==> config.mk <==
export PLATFORM = sky130hd
export DESIGN_NAME = cls_slice
export DESIGN_NICKNAME = d
export VERILOG_FILES = /design/src/design/cls_pkg.sv /design/src/design/cls_mem_if.sv /design/src/design/cls_dist_mem.sv /design/src/design/cls_slice.sv
export SDC_FILE = /design/constraint.sdc
export NUM_CORES = 1
export LEC_CHECK = 0
export CAP_MARGIN = 10
export CORE_UTILIZATION = 45
export CTS_CLUSTER_DIAMETER = 100
export DETAILED_ROUTE_END_ITERATION = 6
export DONT_BUFFER_PORTS = 1
export PLACE_DENSITY = 0.71
export SYNTH_ARGS = -nofsm -noshare
export SYNTH_HDL_FRONTEND = slang
export SYNTH_SLANG_ARGS = --single-unit
==> constraint.sdc <==
create_clock -name ref_clk -period 1.6 [get_ports ref_clk]
set_clock_uncertainty 0.15 [all_clocks]
set_input_delay 0.24 -clock ref_clk [delete_from_list [all_inputs] [get_ports ref_clk]]
set_output_delay 0.24 -clock ref_clk [all_outputs]
set_load 0.01 [all_outputs]
==> src/design/cls_pkg.sv <==
// Constants, modes and functions shared by the configurable logic slice.
// Assumes one fabric clock; every user of this package names it cls_pkg::.
// Functional notes
// - Slice works in logic, ripple, RAM or ROM mode.
// - Each four-input table gives any function from 16 programmed entries.
// - Both tables of one slice combine into a five-input table.
// - Six to eight inputs chain several slices; eight needs over four.
// - Ripple mode adds, subtracts, or adds/subtracts under dynamic control, 2 bits.
// - Ripple mode counts 2 bits up, down or up/down; async clear anytime.
// - Up/down counter loads a preset on the clock edge when asked.
// - Ripple mode compares A with B: greater-equal, not-equal, less-equal.
// - Ripple mode offers a multiplier building block.
// - Fast-carry configuration emits carry-generate and carry-propagate per slice.
// - RAM mode forms 16x4 single-port memory from 16x1 table columns.
// - Address and write control are shared by all storage columns.
// - Pseudo two-port memory adds an independent read-only port.
// - Single-port and pseudo two-port 16x4 memories each take three slices.
// - Memory contents load initial values at configuration time.
package cls_pkg;
	localparam int TBL_IN_W = 4;
	localparam int TBL_ENTRIES = 16;
	localparam int ARITH_W = 2;
	localparam int MEM_ADDR_W = 4;
	localparam int MEM_DEPTH = 16;
	localparam int MEM_DATA_W = 4;
	localparam int MEM_SLICES = 3;
	localparam logic [ARITH_W-1:0] CNT_RESET = 2'h0;
	localparam logic [MEM_DEPTH*MEM_DATA_W-1:0] MEM_INIT = 64'h0000_0000_0000_0000;

	typedef enum logic [1:0] {
		MODE_LOGIC,
		MODE_RIPPLE,
		MODE_RAM,
		MODE_ROM
	} cls_mode_t;

	typedef enum logic [2:0] {
		FN_ADD,
		FN_SUB,
		FN_ADDSUB,
		FN_UP,
		FN_DOWN,
		FN_UPDOWN,
		FN_CMP,
		FN_MULT
	} cls_fn_t;
endpackage

==> src/design/cls_mem_if.sv <==
// Port bundle between the slice control and its distributed memory.
// Assumes write and read addresses come from the controlling slice.
`timescale 1ns/1ps
`default_nettype none
interface cls_mem_if;
	logic we;
	logic [cls_pkg::MEM_ADDR_W-1:0] addr;
	logic [cls_pkg::MEM_DATA_W-1:0] wdata;
	logic [cls_pkg::MEM_ADDR_W-1:0] rd_addr;
	logic [cls_pkg::MEM_DATA_W-1:0] rdata;
	logic [cls_pkg::MEM_DATA_W-1:0] rdata_b;
	modport ctl (output we, output addr, output wdata, output rd_addr,
		input rdata, input rdata_b);
	modport mem (input we, input addr, input wdata, input rd_addr,
		output rdata, output rdata_b);
endinterface
`default_nettype wire

==> src/design/cls_dist_mem.sv <==
// Distributed 16x4 memory built from 16x1 columns, with a second read port.
// Assumes rst stands for configuration load; reads are combinational.
`timescale 1ns/1ps
`default_nettype none
module cls_dist_mem #(
	parameter logic [cls_pkg::MEM_DEPTH*cls_pkg::MEM_DATA_W-1:0] INIT = cls_pkg::MEM_INIT
) (
	input wire logic ref_clk,
	input wire logic rst,
	cls_mem_if.mem bus
);
	genvar gi;
	generate
		for (gi = 0; gi < cls_pkg::MEM_DATA_W; gi++) begin : g_col
			logic [cls_pkg::MEM_DEPTH-1:0] col_ff;
			always_ff @(posedge ref_clk) begin
				if (rst) begin
					col_ff <= INIT[gi*cls_pkg::MEM_DEPTH +: cls_pkg::MEM_DEPTH];
				end else if (bus.we) begin
					col_ff[bus.addr] <= bus.wdata[gi];
				end
			end
			assign bus.rdata[gi] = col_ff[bus.addr];
			assign bus.rdata_b[gi] = col_ff[bus.rd_addr];
		end
	endgenerate
endmodule // cls_dist_mem
`default_nettype wire

==> src/design/cls_slice.sv <==
// Configurable logic slice: tables, ripple arithmetic, counter, memory.
// Assumes all inputs synchronous to ref_clk except the counter clear.
`timescale 1ns/1ps
`default_nettype none
module cls_slice (
	input wire logic ref_clk,
	input wire logic rst,
	input wire cls_pkg::cls_mode_t mode,
	input wire cls_pkg::cls_fn_t ripple_fn,
	input wire logic [cls_pkg::TBL_ENTRIES-1:0] table_cfg0,
	input wire logic [cls_pkg::TBL_ENTRIES-1:0] table_cfg1,
	input wire logic [cls_pkg::TBL_IN_W-1:0] tbl_in,
	input wire logic tbl_sel,
	input wire logic chain_in,
	input wire logic chain_sel,
	input wire logic [cls_pkg::ARITH_W-1:0] op_a,
	input wire logic [cls_pkg::ARITH_W-1:0] op_b,
	input wire logic carry_in,
	input wire logic sub_sel,
	input wire logic mult_bit,
	input wire logic cnt_en,
	input wire logic cnt_up,
	input wire logic cnt_clr,
	input wire logic cnt_load,
	input wire logic [cls_pkg::ARITH_W-1:0] cnt_preset,
	input wire logic mem_we,
	input wire logic [cls_pkg::MEM_ADDR_W-1:0] mem_addr,
	input wire logic [cls_pkg::MEM_ADDR_W-1:0] mem_rd_addr,
	input wire logic [cls_pkg::MEM_DATA_W-1:0] mem_wdata,
	output logic tbl_out0_ff,
	output logic tbl_out1_ff,
	output logic five_out_ff,
	output logic wide_out_ff,
	output logic [cls_pkg::ARITH_W-1:0] sum_ff,
	output logic carry_out_ff,
	output logic carry_gen_ff,
	output logic carry_prop_ff,
	output logic [cls_pkg::ARITH_W-1:0] count_ff,
	output logic cmp_ge_ff,
	output logic cmp_ne_ff,
	output logic cmp_le_ff,
	output logic [cls_pkg::MEM_DATA_W-1:0] mem_rdata_ff,
	output logic [cls_pkg::MEM_DATA_W-1:0] mem_rdata_b_ff
);
	cls_mem_if mem_if ();

	logic is_logic;
	logic is_ripple;
	logic is_mem;
	logic nxt_tbl0;
	logic nxt_tbl1;
	logic nxt_five;
	logic do_sub;
	logic is_arith;
	logic is_count;
	logic [cls_pkg::ARITH_W-1:0] eff_b;
	logic [cls_pkg::ARITH_W:0] full_sum;
	logic [cls_pkg::ARITH_W-1:0] bit_gen;
	logic [cls_pkg::ARITH_W-1:0] bit_prop;
	logic blk_gen;
	logic blk_prop;

	assign is_logic = (mode == cls_pkg::MODE_LOGIC);
	assign is_ripple = (mode == cls_pkg::MODE_RIPPLE);
	assign is_mem = (mode == cls_pkg::MODE_RAM) || (mode == cls_pkg::MODE_ROM);

	assign nxt_tbl0 = table_cfg0[tbl_in];
	assign nxt_tbl1 = table_cfg1[tbl_in];
	assign nxt_five = tbl_sel ? nxt_tbl1 : nxt_tbl0;

	always_ff @(posedge ref_clk) begin
		if (rst || !is_logic) begin
			tbl_out0_ff <= 1'b0;
			tbl_out1_ff <= 1'b0;
			five_out_ff <= 1'b0;
			wide_out_ff <= 1'b0;
		end else begin
			tbl_out0_ff <= nxt_tbl0;
			tbl_out1_ff <= nxt_tbl1;
			five_out_ff <= nxt_five;
			wide_out_ff <= chain_sel ? chain_in : nxt_five;
		end
	end

	assign do_sub = (ripple_fn == cls_pkg::FN_SUB) ||
		((ripple_fn == cls_pkg::FN_ADDSUB) && sub_sel);
	assign is_arith = (ripple_fn == cls_pkg::FN_ADD) || (ripple_fn == cls_pkg::FN_SUB) ||
		(ripple_fn == cls_pkg::FN_ADDSUB) || (ripple_fn == cls_pkg::FN_MULT);
	assign is_count = (ripple_fn == cls_pkg::FN_UP) || (ripple_fn == cls_pkg::FN_DOWN) ||
		(ripple_fn == cls_pkg::FN_UPDOWN);

	// Subtract is a + ~b + carry_in; chain bottom must feed carry_in high
	always_comb begin
		if (ripple_fn == cls_pkg::FN_MULT) begin
			eff_b = op_b & {cls_pkg::ARITH_W{mult_bit}};
		end else if (do_sub) begin
			eff_b = ~op_b;
		end else begin
			eff_b = op_b;
		end
	end

	assign full_sum = {1'b0, op_a} + {1'b0, eff_b} + {{cls_pkg::ARITH_W{1'b0}}, carry_in};

	assign bit_gen = op_a & eff_b;
	assign bit_prop = op_a ^ eff_b;
	assign blk_gen = bit_gen[1] | (bit_prop[1] & bit_gen[0]);
	assign blk_prop = &bit_prop;

	always_ff @(posedge ref_clk) begin
		if (rst || !is_ripple || !is_arith) begin
			sum_ff <= '0;
			carry_out_ff <= 1'b0;
			carry_gen_ff <= 1'b0;
			carry_prop_ff <= 1'b0;
		end else begin
			sum_ff <= full_sum[cls_pkg::ARITH_W-1:0];
			carry_out_ff <= full_sum[cls_pkg::ARITH_W];
			carry_gen_ff <= blk_gen;
			carry_prop_ff <= blk_prop;
		end
	end

	always_ff @(posedge ref_clk) begin
		if (rst || !is_ripple || (ripple_fn != cls_pkg::FN_CMP)) begin
			cmp_ge_ff <= 1'b0;
			cmp_ne_ff <= 1'b0;
			cmp_le_ff <= 1'b0;
		end else begin
			cmp_ge_ff <= (op_a >= op_b);
			cmp_ne_ff <= (op_a != op_b);
			cmp_le_ff <= (op_a <= op_b);
		end
	end

	// Clear is asynchronous by design; it must not glitch in use
	// counter with async clear
	always_ff @(posedge ref_clk or posedge cnt_clr) begin
		if (cnt_clr) begin
			count_ff <= cls_pkg::CNT_RESET;
		end else if (rst) begin
			count_ff <= cls_pkg::CNT_RESET;
		end else if (is_ripple && is_count) begin
			if (cnt_load) begin
				count_ff <= cnt_preset;
			end else if (cnt_en) begin
				case (ripple_fn)
					cls_pkg::FN_UP: count_ff <= count_ff + 2'h1;
					cls_pkg::FN_DOWN: count_ff <= count_ff - 2'h1;
					cls_pkg::FN_UPDOWN: count_ff <= cnt_up ? count_ff + 2'h1 : count_ff - 2'h1;
					default: count_ff <= count_ff;
				endcase
			end
		end
	end

	assign mem_if.we = mem_we && (mode == cls_pkg::MODE_RAM);
	assign mem_if.addr = mem_addr;
	assign mem_if.wdata = mem_wdata;
	assign mem_if.rd_addr = mem_rd_addr;

	cls_dist_mem #(
		.INIT(cls_pkg::MEM_INIT)
	) u_mem (
		.ref_clk(ref_clk),
		.rst(rst),
		.bus(mem_if.mem)
	);

	// Output flop adds one cycle to the combinational array read
	always_ff @(posedge ref_clk) begin
		if (rst || !is_mem) begin
			mem_rdata_ff <= '0;
			mem_rdata_b_ff <= '0;
		end else begin
			mem_rdata_ff <= mem_if.rdata;
			mem_rdata_b_ff <= mem_if.rdata_b;
		end
	end

	// Reference sum kept apart from the datapath
	logic [cls_pkg::ARITH_W:0] add_ref;
	assign add_ref = {1'b0, op_a} + {1'b0, op_b} + {{cls_pkg::ARITH_W{1'b0}}, carry_in};

	a_tbl_lookup: assert property (@(posedge ref_clk) disable iff (rst)
		is_logic |=> tbl_out0_ff == $past(table_cfg0[tbl_in]) &&
			tbl_out1_ff == $past(table_cfg1[tbl_in]))
		else $error("table output does not match programmed entry");

	a_five_select: assert property (@(posedge ref_clk) disable iff (rst)
		is_logic |=> five_out_ff == ($past(tbl_sel) ? tbl_out1_ff : tbl_out0_ff))
		else $error("five-input table selects wrong half");

	a_wide_chain: assert property (@(posedge ref_clk) disable iff (rst)
		(is_logic && chain_sel) |=> wide_out_ff == $past(chain_in))
		else $error("chained input not passed to wide output");

	a_add_result: assert property (@(posedge ref_clk) disable iff (rst)
		(is_ripple && ripple_fn == cls_pkg::FN_ADD) |=>
			{carry_out_ff, sum_ff} == $past(add_ref))
		else $error("two-bit add result wrong");

	a_sub_result: assert property (@(posedge ref_clk) disable iff (rst)
		(is_ripple && ripple_fn == cls_pkg::FN_ADDSUB && sub_sel && carry_in) |=>
			sum_ff == $past(op_a - op_b))
		else $error("dynamic subtract result wrong");

	a_cnt_clear: assert property (@(posedge ref_clk) disable iff (rst)
		cnt_clr |-> count_ff == cls_pkg::CNT_RESET)
		else $error("counter not cleared while clear held");

	a_cnt_step: assert property (@(posedge ref_clk) disable iff (rst || cnt_clr)
		(is_ripple && ripple_fn == cls_pkg::FN_UP && cnt_en && !cnt_load) ##1 !cnt_clr
			|-> count_ff == $past(count_ff) + 2'h1)
		else $error("up counter did not advance by one");

	a_cnt_preload: assert property (@(posedge ref_clk) disable iff (rst || cnt_clr)
		(is_ripple && is_count && cnt_load) ##1 !cnt_clr |-> count_ff == $past(cnt_preset))
		else $error("counter preload not taken");

	a_cmp_flags: assert property (@(posedge ref_clk) disable iff (rst)
		(is_ripple && ripple_fn == cls_pkg::FN_CMP) |=>
			(cmp_ge_ff || cmp_le_ff) && (cmp_ne_ff == !(cmp_ge_ff && cmp_le_ff)) &&
			cmp_ge_ff == ($past(op_a) >= $past(op_b)))
		else $error("comparator flags inconsistent");

	a_mult_gate: assert property (@(posedge ref_clk) disable iff (rst)
		(is_ripple && ripple_fn == cls_pkg::FN_MULT && !mult_bit && !carry_in) |=>
			sum_ff == $past(op_a) && !carry_out_ff)
		else $error("multiplier gate passed operand b");

	a_carry_gp: assert property (@(posedge ref_clk) disable iff (rst)
		(is_ripple && is_arith) |=>
			carry_out_ff == (carry_gen_ff || (carry_prop_ff && $past(carry_in))))
		else $error("carry generate or propagate wrong");

	a_rom_nowrite: assert property (@(posedge ref_clk) disable iff (rst)
		(mode == cls_pkg::MODE_ROM) |-> !mem_if.we)
		else $error("write reached memory in read-only mode");

	a_mem_write: assert property (@(posedge ref_clk) disable iff (rst)
		mem_if.we ##1 (!mem_if.we && mode == cls_pkg::MODE_RAM && mem_addr == $past(mem_addr))
			|=> mem_rdata_ff == $past(mem_wdata, 2))
		else $error("written word not read back");

	a_pdp_read: assert property (@(posedge ref_clk) disable iff (rst)
		(is_mem && mem_rd_addr == mem_addr) |=> mem_rdata_b_ff == mem_rdata_ff)
		else $error("read-only port disagrees with main port");

	a_wide_own: assert property (@(posedge ref_clk) disable iff (rst)
		(is_logic && !chain_sel) |=> wide_out_ff == five_out_ff)
		else $error("unchained wide output differs from five-input table");

	a_logic_idle: assert property (@(posedge ref_clk) disable iff (rst)
		!is_logic |=> !tbl_out0_ff && !tbl_out1_ff && !five_out_ff && !wide_out_ff)
		else $error("table outputs active outside logic mode");

	a_ripple_idle: assert property (@(posedge ref_clk) disable iff (rst)
		!is_ripple |=> sum_ff == '0 && !carry_out_ff && !carry_gen_ff && !carry_prop_ff &&
			!cmp_ge_ff && !cmp_ne_ff && !cmp_le_ff)
		else $error("ripple outputs active outside ripple mode");

	a_mem_idle: assert property (@(posedge ref_clk) disable iff (rst)
		!is_mem |=> mem_rdata_ff == '0 && mem_rdata_b_ff == '0)
		else $error("memory read data active outside memory modes");

	a_cnt_hold: assert property (@(posedge ref_clk) disable iff (rst || cnt_clr)
		!(is_ripple && is_count) ##1 !cnt_clr |-> count_ff == $past(count_ff))
		else $error("counter moved outside counting functions");

	a_cnt_down: assert property (@(posedge ref_clk) disable iff (rst || cnt_clr)
		(is_ripple && ripple_fn == cls_pkg::FN_DOWN && cnt_en && !cnt_load) ##1 !cnt_clr
			|-> count_ff == $past(count_ff) - 2'h1)
		else $error("down counter did not step back by one");

	a_mult_pass: assert property (@(posedge ref_clk) disable iff (rst)
		(is_ripple && ripple_fn == cls_pkg::FN_MULT && mult_bit) |=>
			{carry_out_ff, sum_ff} == $past(add_ref))
		else $error("multiplier gate blocked operand b");

	c_add_carry: cover property (@(posedge ref_clk) disable iff (rst)
		is_ripple && ripple_fn == cls_pkg::FN_ADD ##1 carry_out_ff);
	c_cnt_wrap: cover property (@(posedge ref_clk) disable iff (rst || cnt_clr)
		count_ff == 2'h3 ##1 count_ff == 2'h0);
	c_mem_rw: cover property (@(posedge ref_clk) disable iff (rst)
		mem_if.we ##1 !mem_if.we ##1 mem_rdata_ff != '0);
	c_five_hi: cover property (@(posedge ref_clk) disable iff (rst)
		is_logic && tbl_sel ##1 five_out_ff);
	c_cnt_load: cover property (@(posedge ref_clk) disable iff (rst || cnt_clr)
		is_ripple && is_count && cnt_load ##1 count_ff == $past(cnt_preset));
endmodule // cls_slice
`default_nettype wire

==> results of run 1 <==
==> how the worst max path moves through the flow <==
stage	startpoint	slack, ps	endpoint	cells after the start
3_5_place_dp	sub_sel	-350	sum_ff[1]	7
5_1_grt	u_mem.g_col[2].col_ff[14]	-150	mem_rdata_ff[2]	3
2_1_floorplan	sub_sel	-300	sum_ff[1]	7
6_report	u_mem.g_col[2].col_ff[11]	-120	mem_rdata_b_ff[2]	3
4_1_cts	u_mem.g_col[2].col_ff[11]	-130	mem_rdata_b_ff[2]	3
3_3_place_gp	sub_sel	-330	sum_ff[1]	7
==> kinds of logic after synthesis <==
group	synth area share (%)
buffers and inverters	4.560
AO/OA/AOI/OAI	9.957
XOR/XNOR	0.5668
multiplexers	29.44
AND/OR/NAND/NOR	16.19
adder cells (fa/ha/maj)	1.943
flip-flops	37.34
==> report_power, final <==
group	switching [mW]	internal (mW)	total [mW]
Sequential	0.0161	2.16	2.17
Clock	0.833	0.773	1.61
Combinational	0.128	0.189	0.317
==> metrics by stage <==
| step | util (%) | power [mW] | instances | cell area, µm² |
|---|---|---|---|---|
| 6_report | 52.35 | 4.095 | 604 | 5164 |
| 4_1_cts | 52.09 | 4.107 | 603 | 5139 |
| 2_1_floorplan | - | 2.568 | 458 | 4720 |
| 3_5_place_dp | 48.44 | 2.503 | 572 | 4778 |
| 3_3_place_gp | 48.44 | 2.491 | 572 | 4778 |
| 5_1_grt | 52.35 | 4.236 | 604 | 5164 |
==> cells in the final DEF, fill, tap and decap left out, drive strengths merged, types with 2 or more instances in the layout <==
master	instances
clkbuf	10
a211oi	4
a221oi	2
nand3	29
clkinv	3
nand2	52
inv	8
and3	2
dfxtp	84
nor3	4
fa	2
nor3b	2
nand2b	5
and3b	2
nor2b	14
buf	18
dlygate4sd3	15
ha	4
xnor2	3
o21ai	19
nor2	40
mux2i	31
a21oi	51
dfrtp	2
mux4	45
and2	3
==> registers in the layout, summed over array words and instances (netlist names) <==
| name | flops |
|---|---|
| u_mem.g_col.col_ff | 64 |
| mem_rdata_b_ff | 4 |
| mem_rdata_ff | 4 |
| count_ff | 2 |
| sum_ff | 2 |
| carry_gen_ff | 1 |
| carry_out_ff | 1 |
| carry_prop_ff | 1 |
| cmp_ge_ff | 1 |
| cmp_le_ff | 1 |
| cmp_ne_ff | 1 |
| five_out_ff | 1 |
| tbl_out0_ff | 1 |
| tbl_out1_ff | 1 |
| wide_out_ff | 1 |
==> layout make-up <==
class                      instances  area (µm²)
fill                             865        4701
timing repair buffer              33       285.3
clock inverter                     6       68.82
inverter                           7       26.28
multi-input combinational        328        2723
clock buffer                      10       137.6
sequential                        86        1754
antenna                            1       2.502
tap                              133       166.4
==> routing by layer <==
| layer | vias up | routed length, µm | GRT usage (%) |
|---|---|---|---|
| met5 | - | 0 | 0 |
| met4 | 0 | 302 | 9.110 |
| met3 | 25 | 774 | 4.783 |
| met2 | 175 | 5923 | 38.88 |
| met1 | 1791 | 4319 | 23.76 |
| li1 | 1677 | - | - |
==> worst max-delay path, delay by kind of cell, from the launching register on <==
| family | cells | cell delay, ps |
|---|---|---|
| muxes | 2 | 980 |
| DFF | 1 | 330 |
| and+or+nand+nor | 1 | 140 |
==> what timing repair did <==
| item | in CTS | in global routing |
|---|---|---|
| gates cloned | 0 | 0 |
| hold endpoints to repair | 80 | 69 |
| setup buffers | 0 | 0 |
| pin swaps | 0 | 3 |
| resized for setup | 7 | 14 |
| endpoints found under the setup margin | 8 | 10 |
==> flow_summary.toml, run 1 <==
[route]
drc = 0
drtPass1Iterations = 6
via_count = 3668
drt-vias-per-instance = 6.073
drt-total-wl_um = 11320
drt-initial-drc-count = 210
wl_per_cell_um = 18.74
antenna_left = 0

[setup_path]
rr_worst_depth = 3
cp_common_cell = "mux4_2"
worstPathArrival_ps = 1810
rr_startpoint = "u_mem.g_col[2].col_ff[11]"
crit_fanout = 3
cp_slowest_cell = "mux4_2"
path_cells = "mux4_2 > mux4_2 > nor2b_1"
start_kind = "flop"
cp-end-kind = "flop"
required_ps = 1690
reg2reg_slack_ps = -120
r2r-end = "mem_rdata_b_ff[2]"
crit_type = "reg -> reg"
cp_slowest_stage_delay_ps = 510

[logic_synthesis]
synth_most_common_cell = "dfxtp_1"
yosysWarnings = 0
netlist.area_leader.share_pct = 36.27
ys_seq_area_share_pct = 37.34
syn_area_um2 = 4637
yosys_register_bits = 86
ys_top_cells_by_count = "84 x dfxtp_1, 52 x nand2_1, 51 x a21oi_1"
synth.lib_cells_used.distinct = 44
synth_nets = 536
synth-async-reset-ratio_pct = 2.326
syn_inst = 458
synth-main-ff-cell = "dfxtp_1"
syn_area_per_cell_um2 = 10.12
synth_edf_count = 0
synth.largest_area_cell = "dfxtp_1"
synthTopCellsByArea = "dfxtp_1 36%, mux4_2 18%, mux2i_1 6.7%"

[final_layout]
synthToLayoutAreaGrowth_pct = 11.36
nNetsFinal = 543
final_layout_size_suffix_gt1_share_pct = 23.40

[clock_network]
numCtsBuffers = 9
clk_path_buf_depth = 2
cts_hold_buf = 15
root_buffer = "clkbuf_8"
cts.sinks = 86
cts_tree = "yes"
htreeDepth = 3
clkTransAtPathRegs_ps = 90
clkLatencyLatePin_ps = 360

[sta]
fin_tns_setup_ps = -850.5
finalCriticalPeriod_ps = 1718
rsz0062_at_grt = "true"
fin_hold_ws_ps = -199.2
setup_viol = 8
fmax_mhz = 582.1
worst_slew_pin_slew_ps = 419.3
setup_slack_ps = -117.9
finalHoldViolCount = 68
final_max_slew_viol_count = 0
relSlewSlack_pct = 72.01
min_period_over_period_pct = 107.4

[floorplanning]
coreArea_um2 = 9864
fp.dieH_um = 103.5
dieArea_um2 = 10710
rows = 36
start_util_pct = 47.01
fp.dieW_um = 103.5
io_pins = 94

[power]
cellLeakagePower_nw = 1.823
peakVddDrop_v = 0.0003729
p_per_area_nw_per_um2 = 793.0

[outcome]
violations = "hold timing, setup timing"
status = "finished with violations"

[min_path]
min_to = "count_ff[1]"
min_path_type = "in -> reg"
min_from = "rst"
min_path_cells = 1

[global_routing]
grt_pass1_wl_um = 17880
grt_max_degree = 72
grt_pass1_vias = 3690
gr-total-overflow = 0
antenna_found_initial = 1
grt_use_total_pct = 21.33

[run]
drv_cap = 0

[placement]
hpwl_um = 7945
place.gp.congestion = 0.7884
port_buffers = 0
post-place-ws_ps = -350.0
(Power assumes the default switching activity.)
==> run 2: changes to the inputs <==
--- a/config.mk
+++ b/config.mk
@@ -5,6 +5,7 @@
 export SDC_FILE = /design/constraint.sdc
 export NUM_CORES = 1
 export LEC_CHECK = 0
+export ABC_AREA = 1
 export CAP_MARGIN = 10
 export CORE_UTILIZATION = 45
 export CTS_CLUSTER_DIAMETER = 100
==> flow_summary.toml, run 2 <==
[outcome]
status = "finished, final reports clean"

[logic_synthesis]
synthTopCellsByArea = "dfxtp_1 37%, o21ai_0 15%, a21oi_1 10%"
ys_top_cells_by_count = "138 x o21ai_0, 101 x nand2_1, 95 x a21oi_1"
synth_nets = 750
syn_area_um2 = 4599
synth_most_common_cell = "o21ai_0"
netlist.area_leader.share_pct = 36.56
syn_area_per_cell_um2 = 6.844
synth_edf_count = 0
ys_seq_area_share_pct = 37.65
synth.lib_cells_used.distinct = 31
syn_inst = 672
synth.largest_area_cell = "dfxtp_1"
yosys_register_bits = 86
yosysWarnings = 0
synth-main-ff-cell = "dfxtp_1"
synth-async-reset-ratio_pct = 2.326

[setup_path]
rr_worst_depth = 5
required_ps = 1760
worstPathArrival_ps = 1660
cp-end-kind = "flop"
path_cells = "inv_1 > o32ai_2 > a21oi_2 > fa_2 > fa_1 > inv_1 > nor2_1"
path_delay_family = "adder cells"
crit_type = "in -> reg"
reg2reg_slack_ps = 250
start_kind = "primary input"
cp_slowest_cell = "fa_1"
crit_buf_inv = 2
cp_common_cell = "inv_1"
crit_fanout = 4
r2r-end = "count_ff[1]"
rr_startpoint = "count_ff[0]"
cp_slowest_stage_delay_ps = 490

[floorplanning]
rows = 36
start_util_pct = 46.84
fp.dieW_um = 103.1
coreArea_um2 = 9819
io_pins = 94
fp.dieH_um = 103.1
dieArea_um2 = 10630

[sta]
worst_slew_pin_slew_ps = 595.4
finalHoldViolCount = 0
finalCriticalPeriod_ps = 1497
fin_tns_setup_ps = 0
final_max_slew_viol_count = 0
fmax_mhz = 667.8
relSlewSlack_pct = 60.26
setup_viol = 0
rsz0062_at_grt = "false"
setup_slack_ps = 102.6
min_period_over_period_pct = 93.58

[power]
power_switching_mw = 1.076
power.share.clock_pct = 36.3
sw_frac_of_total_pct = 25.27
power_frac_comb_pct = 12.1
fin_total_pwr_mw = 4.260
peakVddDrop_v = 0.0003946
p_int_mw = 3.183
p_per_area_nw_per_um2 = 820.5
cellLeakagePower_nw = 2.072
seq_power_share_pct = 51.6

[global_routing]
use_met3_pct = 3.797
grt_util_met1_pct = 30.99
gr-total-overflow = 0
grt_pass1_wl_um = 20180
antenna_found_initial = 0
busiest_layer = "met2"
grt_use_total_pct = 24.86
use_met2_pct = 42.87
grt_pass1_vias = 4136
grt_max_degree = 61

[min_path]
min_path_cells = 3
min_to = "carry_prop_ff"
min_from = "op_a[1]"
min_path_type = "in -> reg"

[clock_network]
postCtsSetupBuffers = 0
root_buffer = "clkbuf_8"
clk_path_buf_depth = 2
numCtsBuffers = 9
clkLatencyLatePin_ps = 360
cts_resized = 0
cts_tree = "yes"
htreeDepth = 3
cts_hold_buf = 18
cts.sinks = 86
clkTransAtPathRegs_ps = 80

[route]
drtPass1Iterations = 5
drt-total-wl_um = 12730
wl_per_cell_um = 15.36
antenna_left = 0
via_count = 4537
drc = 0
drt-initial-drc-count = 330
drt-vias-per-instance = 5.473

[final_layout]
layout_common_cells = "138 x o21ai_0, 101 x nand2_1, 93 x inv_1"
largest_register_ff_count = 64
nNetsFinal = 769
regMostFlops = "u_mem.g_col.col_ff"
diodes = 0
final_layout_size_suffix_gt1_share_pct = 8.621
utilization_pct = 52.87
synthToLayoutAreaGrowth_pct = 12.87
layout_commonest_cell = "o21ai_0"
final_cells = 829
reg_top3 = "u_mem.g_col.col_ff x64, mem_rdata_b_ff x4, mem_rdata_ff x4"

[placement]
port_buffers = 0
post-place-cells = 795
place.gp.congestion = 0.9351
post-place-ws_ps = -276.7
hpwl_um = 9012

[run]
drv_cap = 0
## run 2: per-layer routing
layer	vias to the layer above	wire, µm
met5	-	0
met4	0	290
met3	27	684
met2	142	6222
met1	2081	5533
li1	2287	-
## run 2: cells by family (layout without fill, tap and decap cells)
| family | Yosys count | in the layout | share of synthesized area (%) |
|---|---|---|---|
| simple gates | 187 | 187 | 18.85 |
| xor+xnor | 2 | 2 | 0.3809 |
| flops | 86 | 86 | 37.65 |
| fa+ha+maj | 6 | 6 | 1.959 |
| compound gates | 263 | 263 | 29.95 |
| buf+inv | 128 | 152 | 11.21 |
## run 2: layout make-up
type                            instances  area, µm²
Sequential cell                        86       1732
Clock buffer                           13      158.9
Fill cell                             968       4628
Clock inverter                          3      42.54
Multi-Input combinational cell        458       2381
Tap cell                              133      166.4
Inverter                               98      367.9
Timing Repair Buffer                   38      342.8
## run 2: metrics by stage
stage	cell area, µm²	hold slack [ps]
2_1_floorplan	4628	-168.8
3_3_place_gp	4810	-162.8
3_5_place_dp	4810	-158.0
4_1_cts	5191	1.099
5_1_grt	5191	6.541
6_report	5191	13.85
## run 2: worst max-delay path by stage
stage	startpoint	endpoint	slack (ps)	depth (start not counted)
final	ripple_fn[0]	sum_ff[1]	100	7
after CTS	ripple_fn[0]	sum_ff[1]	110	7
after floorplan	ripple_fn[0]	sum_ff[1]	-200	7
after global routing	ripple_fn[0]	sum_ff[1]	30	7
after global placement	ripple_fn[0]	sum_ff[1]	-230	7
after detailed placement	ripple_fn[0]	sum_ff[1]	-280	7
## run 2: worst reg2reg max path, delay by kind of cell (launching register included)
kind	cells	cell delay (ps)
flip-flops	1	470
XOR/XNOR	2	390
AND/OR/NAND/NOR	2	150
AO/OA/AOI/OAI	1	80
## run 2: power by group through the flow
| stage | Clock, mW | Combinational (mW) | Sequential [mW] |
|---|---|---|---|
| 2_1_floorplan | 0 | 0.383 | 2.24 |
| 3_3_place_gp | 0 | 0.446 | 2.25 |
| 3_5_place_dp | 0 | 0.458 | 2.25 |
| 4_1_cts | 1.58 | 0.509 | 2.20 |
| 5_1_grt | 1.67 | 0.576 | 2.20 |
| 6_report | 1.55 | 0.515 | 2.20 |
==> run 3: changes to the inputs <==
--- a/config.mk
+++ b/config.mk
@@ -7,11 +7,14 @@
 export LEC_CHECK = 0
 export ABC_AREA = 1
 export CAP_MARGIN = 10
-export CORE_UTILIZATION = 45
+export CELL_PAD_IN_SITES_DETAIL_PLACEMENT = 1
+export CELL_PAD_IN_SITES_GLOBAL_PLACEMENT = 1
+export CORE_UTILIZATION = 40
 export CTS_CLUSTER_DIAMETER = 100
 export DETAILED_ROUTE_END_ITERATION = 6
 export DONT_BUFFER_PORTS = 1
-export PLACE_DENSITY = 0.71
+export PLACE_DENSITY = 0.84
+export SETUP_SLACK_MARGIN = 0.1
 export SYNTH_ARGS = -nofsm -noshare
 export SYNTH_HDL_FRONTEND = slang
 export SYNTH_SLANG_ARGS = --single-unit
==> flow_summary.toml, run 3 (synthesized netlist as in run 2, its figures left out) <==
[power]
power_switching_mw = 1.224
p_int_mw = 3.671
sw_frac_of_total_pct = 25.01
seq_power_share_pct = 45.0
p_per_area_nw_per_um2 = 929.2
power_frac_comb_pct = 11.0
cellLeakagePower_nw = 2.095
peakVddDrop_v = 0.0004345
power.share.clock_pct = 44.0

[clock_network]
root_buffer = "clkbuf_16"
cts_tree = "yes"
numCtsBuffers = 9
clkTransAtPathRegs_ps = 60
cts.sinks = 86
htreeDepth = 3
clk_path_buf_depth = 2
clkLatencyLatePin_ps = 350

[floorplanning]
rows = 38
io_pins = 94
fp.dieH_um = 109.2
dieArea_um2 = 11930
start_util_pct = 41.70
coreArea_um2 = 11030
fp.dieW_um = 109.2

[global_routing]
antenna_found_initial = 0
grt_max_degree = 61
grt_use_total_pct = 27.52
grt_pass1_wl_um = 25030
grt_pass1_vias = 4986
gr-total-overflow = 0

[final_layout]
regMostFlops = "u_mem.g_col.col_ff"
final_layout_size_suffix_gt1_share_pct = 8.999
multi_input_comb_area_um2 = 2412
reg_top3 = "u_mem.g_col.col_ff x64, mem_rdata_b_ff x4, mem_rdata_ff x4"
fillers = 1428
largest_register_ff_count = 64
layout_common_cells = "138 x o21ai_0, 100 x nand2_1, 92 x inv_1, 92 x a21oi_1, 84 x dfxtp_1"
diodes = 0
layout_commonest_cell = "o21ai_0"
nNetsFinal = 762
final_cells = 829
synthToLayoutAreaGrowth_pct = 14.53
seq_area_um2 = 1732

[setup_path]
worstPathArrival_ps = 1710
crit_fanout = 4
start_kind = "primary input"
crit_type = "in -> reg"
cp-end-kind = "flop"
required_ps = 1730

[sta]
finalHoldViolCount = 0
fin_tns_setup_ps = 0
worst_slew_pin_slew_ps = 631.6
rsz0062_at_grt = "true"
setup_slack_ps = 23.73
final_max_slew_viol_count = 0
fmax_mhz = 634.4
finalCriticalPeriod_ps = 1576
setup_viol = 0
min_period_over_period_pct = 98.52
relSlewSlack_pct = 57.85

[placement]
hpwl_um = 10690
post-place-cells = 800
place.gp.congestion = 0.8772
port_buffers = 0
post-place-ws_ps = -324.5

[route]
drt-initial-drc-count = 344
drt-total-wl_um = 15790
drtPass1Iterations = 7
antenna_left = 0
drt-vias-per-instance = 5.752
drc = 0
via_count = 4768
wl_per_cell_um = 19.04

[outcome]
status = "finished, final reports clean"

[min_path]
min_path_type = "in -> reg"

[run]
drv_cap = 0
[run 3: changes by cell type in the layout (fill, tap and decap cells not counted), sizes merged]
cell,before,now
buf,20,18
dlygate4sd3,18,13
[run 3: worst paths after layout]
| path | start | to | slack, ps | depth (start not counted) |
|---|---|---|---|---|
| min in group asynchronous | cnt_clr | count_ff[0] | 60 | 2 |
| max in group asynchronous | cnt_clr | count_ff[1] | 1120 | 2 |
| worst max-delay path | ripple_fn[0] | sum_ff[1] | 20 | 7 |
| worst max register to register | u_mem.g_col[2].col_ff[1] | mem_rdata_b_ff[2] | 230 | 6 |
| worst min-delay path | rst | cmp_ge_ff | 20 | 3 |
| worst min register to register | u_mem.g_col[0].col_ff[4] | u_mem.g_col[0].col_ff[4] | 330 | 2 |
[run 3: final cells by class]
class / count / area share [%]
clock inverter: 3 / 0.8076
tap: 140 / 3.325
inverter: 98 / 6.983
multi-input combinational: 458 / 45.80
clock buffer: 13 / 4.941
sequential: 86 / 32.87
timing repair buffer: 31 / 5.273
[run 3: per-stage QoR]
stage          power [mW]  hold slack [ps]  util [%]  cell area [µm²]
2_1_floorplan       2.627           -168.8         -             4631
4_1_cts             4.897            3.086     47.49             5239
5_1_grt             5.067            40.75     47.75             5268
3_5_place_dp        2.727           -157.9     43.57             4806
3_3_place_gp        2.695           -162.9     43.57             4806
6_report            4.895            17.49     47.75             5268
[run 3: per-layer routing]
| layer | part of all wire (%) | GRT usage (%) | vias up | routed length [µm] |
|---|---|---|---|---|
| met2 | 50 | 48.47 | 138 | 7902 |
| met3 | 4.3 | 6.097 | 46 | 680 |
| met1 | 42 | 31.68 | 2308 | 6689 |
| li1 | - | - | 2276 | - |
| met4 | 3.2 | 12.29 | 0 | 512 |
| met5 | 0 | 0 | - | 0 |
[run 3: repair_timing]
action | CTS | global route
setup endpoints to repair | 1 | 2
pin swaps | 0 | 0
hold buffers | 13 | 0
buffers inserted | 0 | 0
endpoints found under the hold margin | 27 | 0
gates resized for setup | 0 | 4
[run 3: worst max-delay path, stage by stage]
cell	delay [ps]
inv_1	60
o32ai_4	290
a21oi_2	120
fa_2	350
fa_1	500
inv_1	40
nor2_1	100
[run 3: power by group through the flow]
stage	clock, mW	sequential [mW]	combinational [mW]
6_report	2.15	2.20	0.539
3_5_place_dp	0	2.25	0.478
2_1_floorplan	0	2.24	0.385
5_1_grt	2.26	2.21	0.595
4_1_cts	2.17	2.20	0.523
3_3_place_gp	0	2.25	0.447
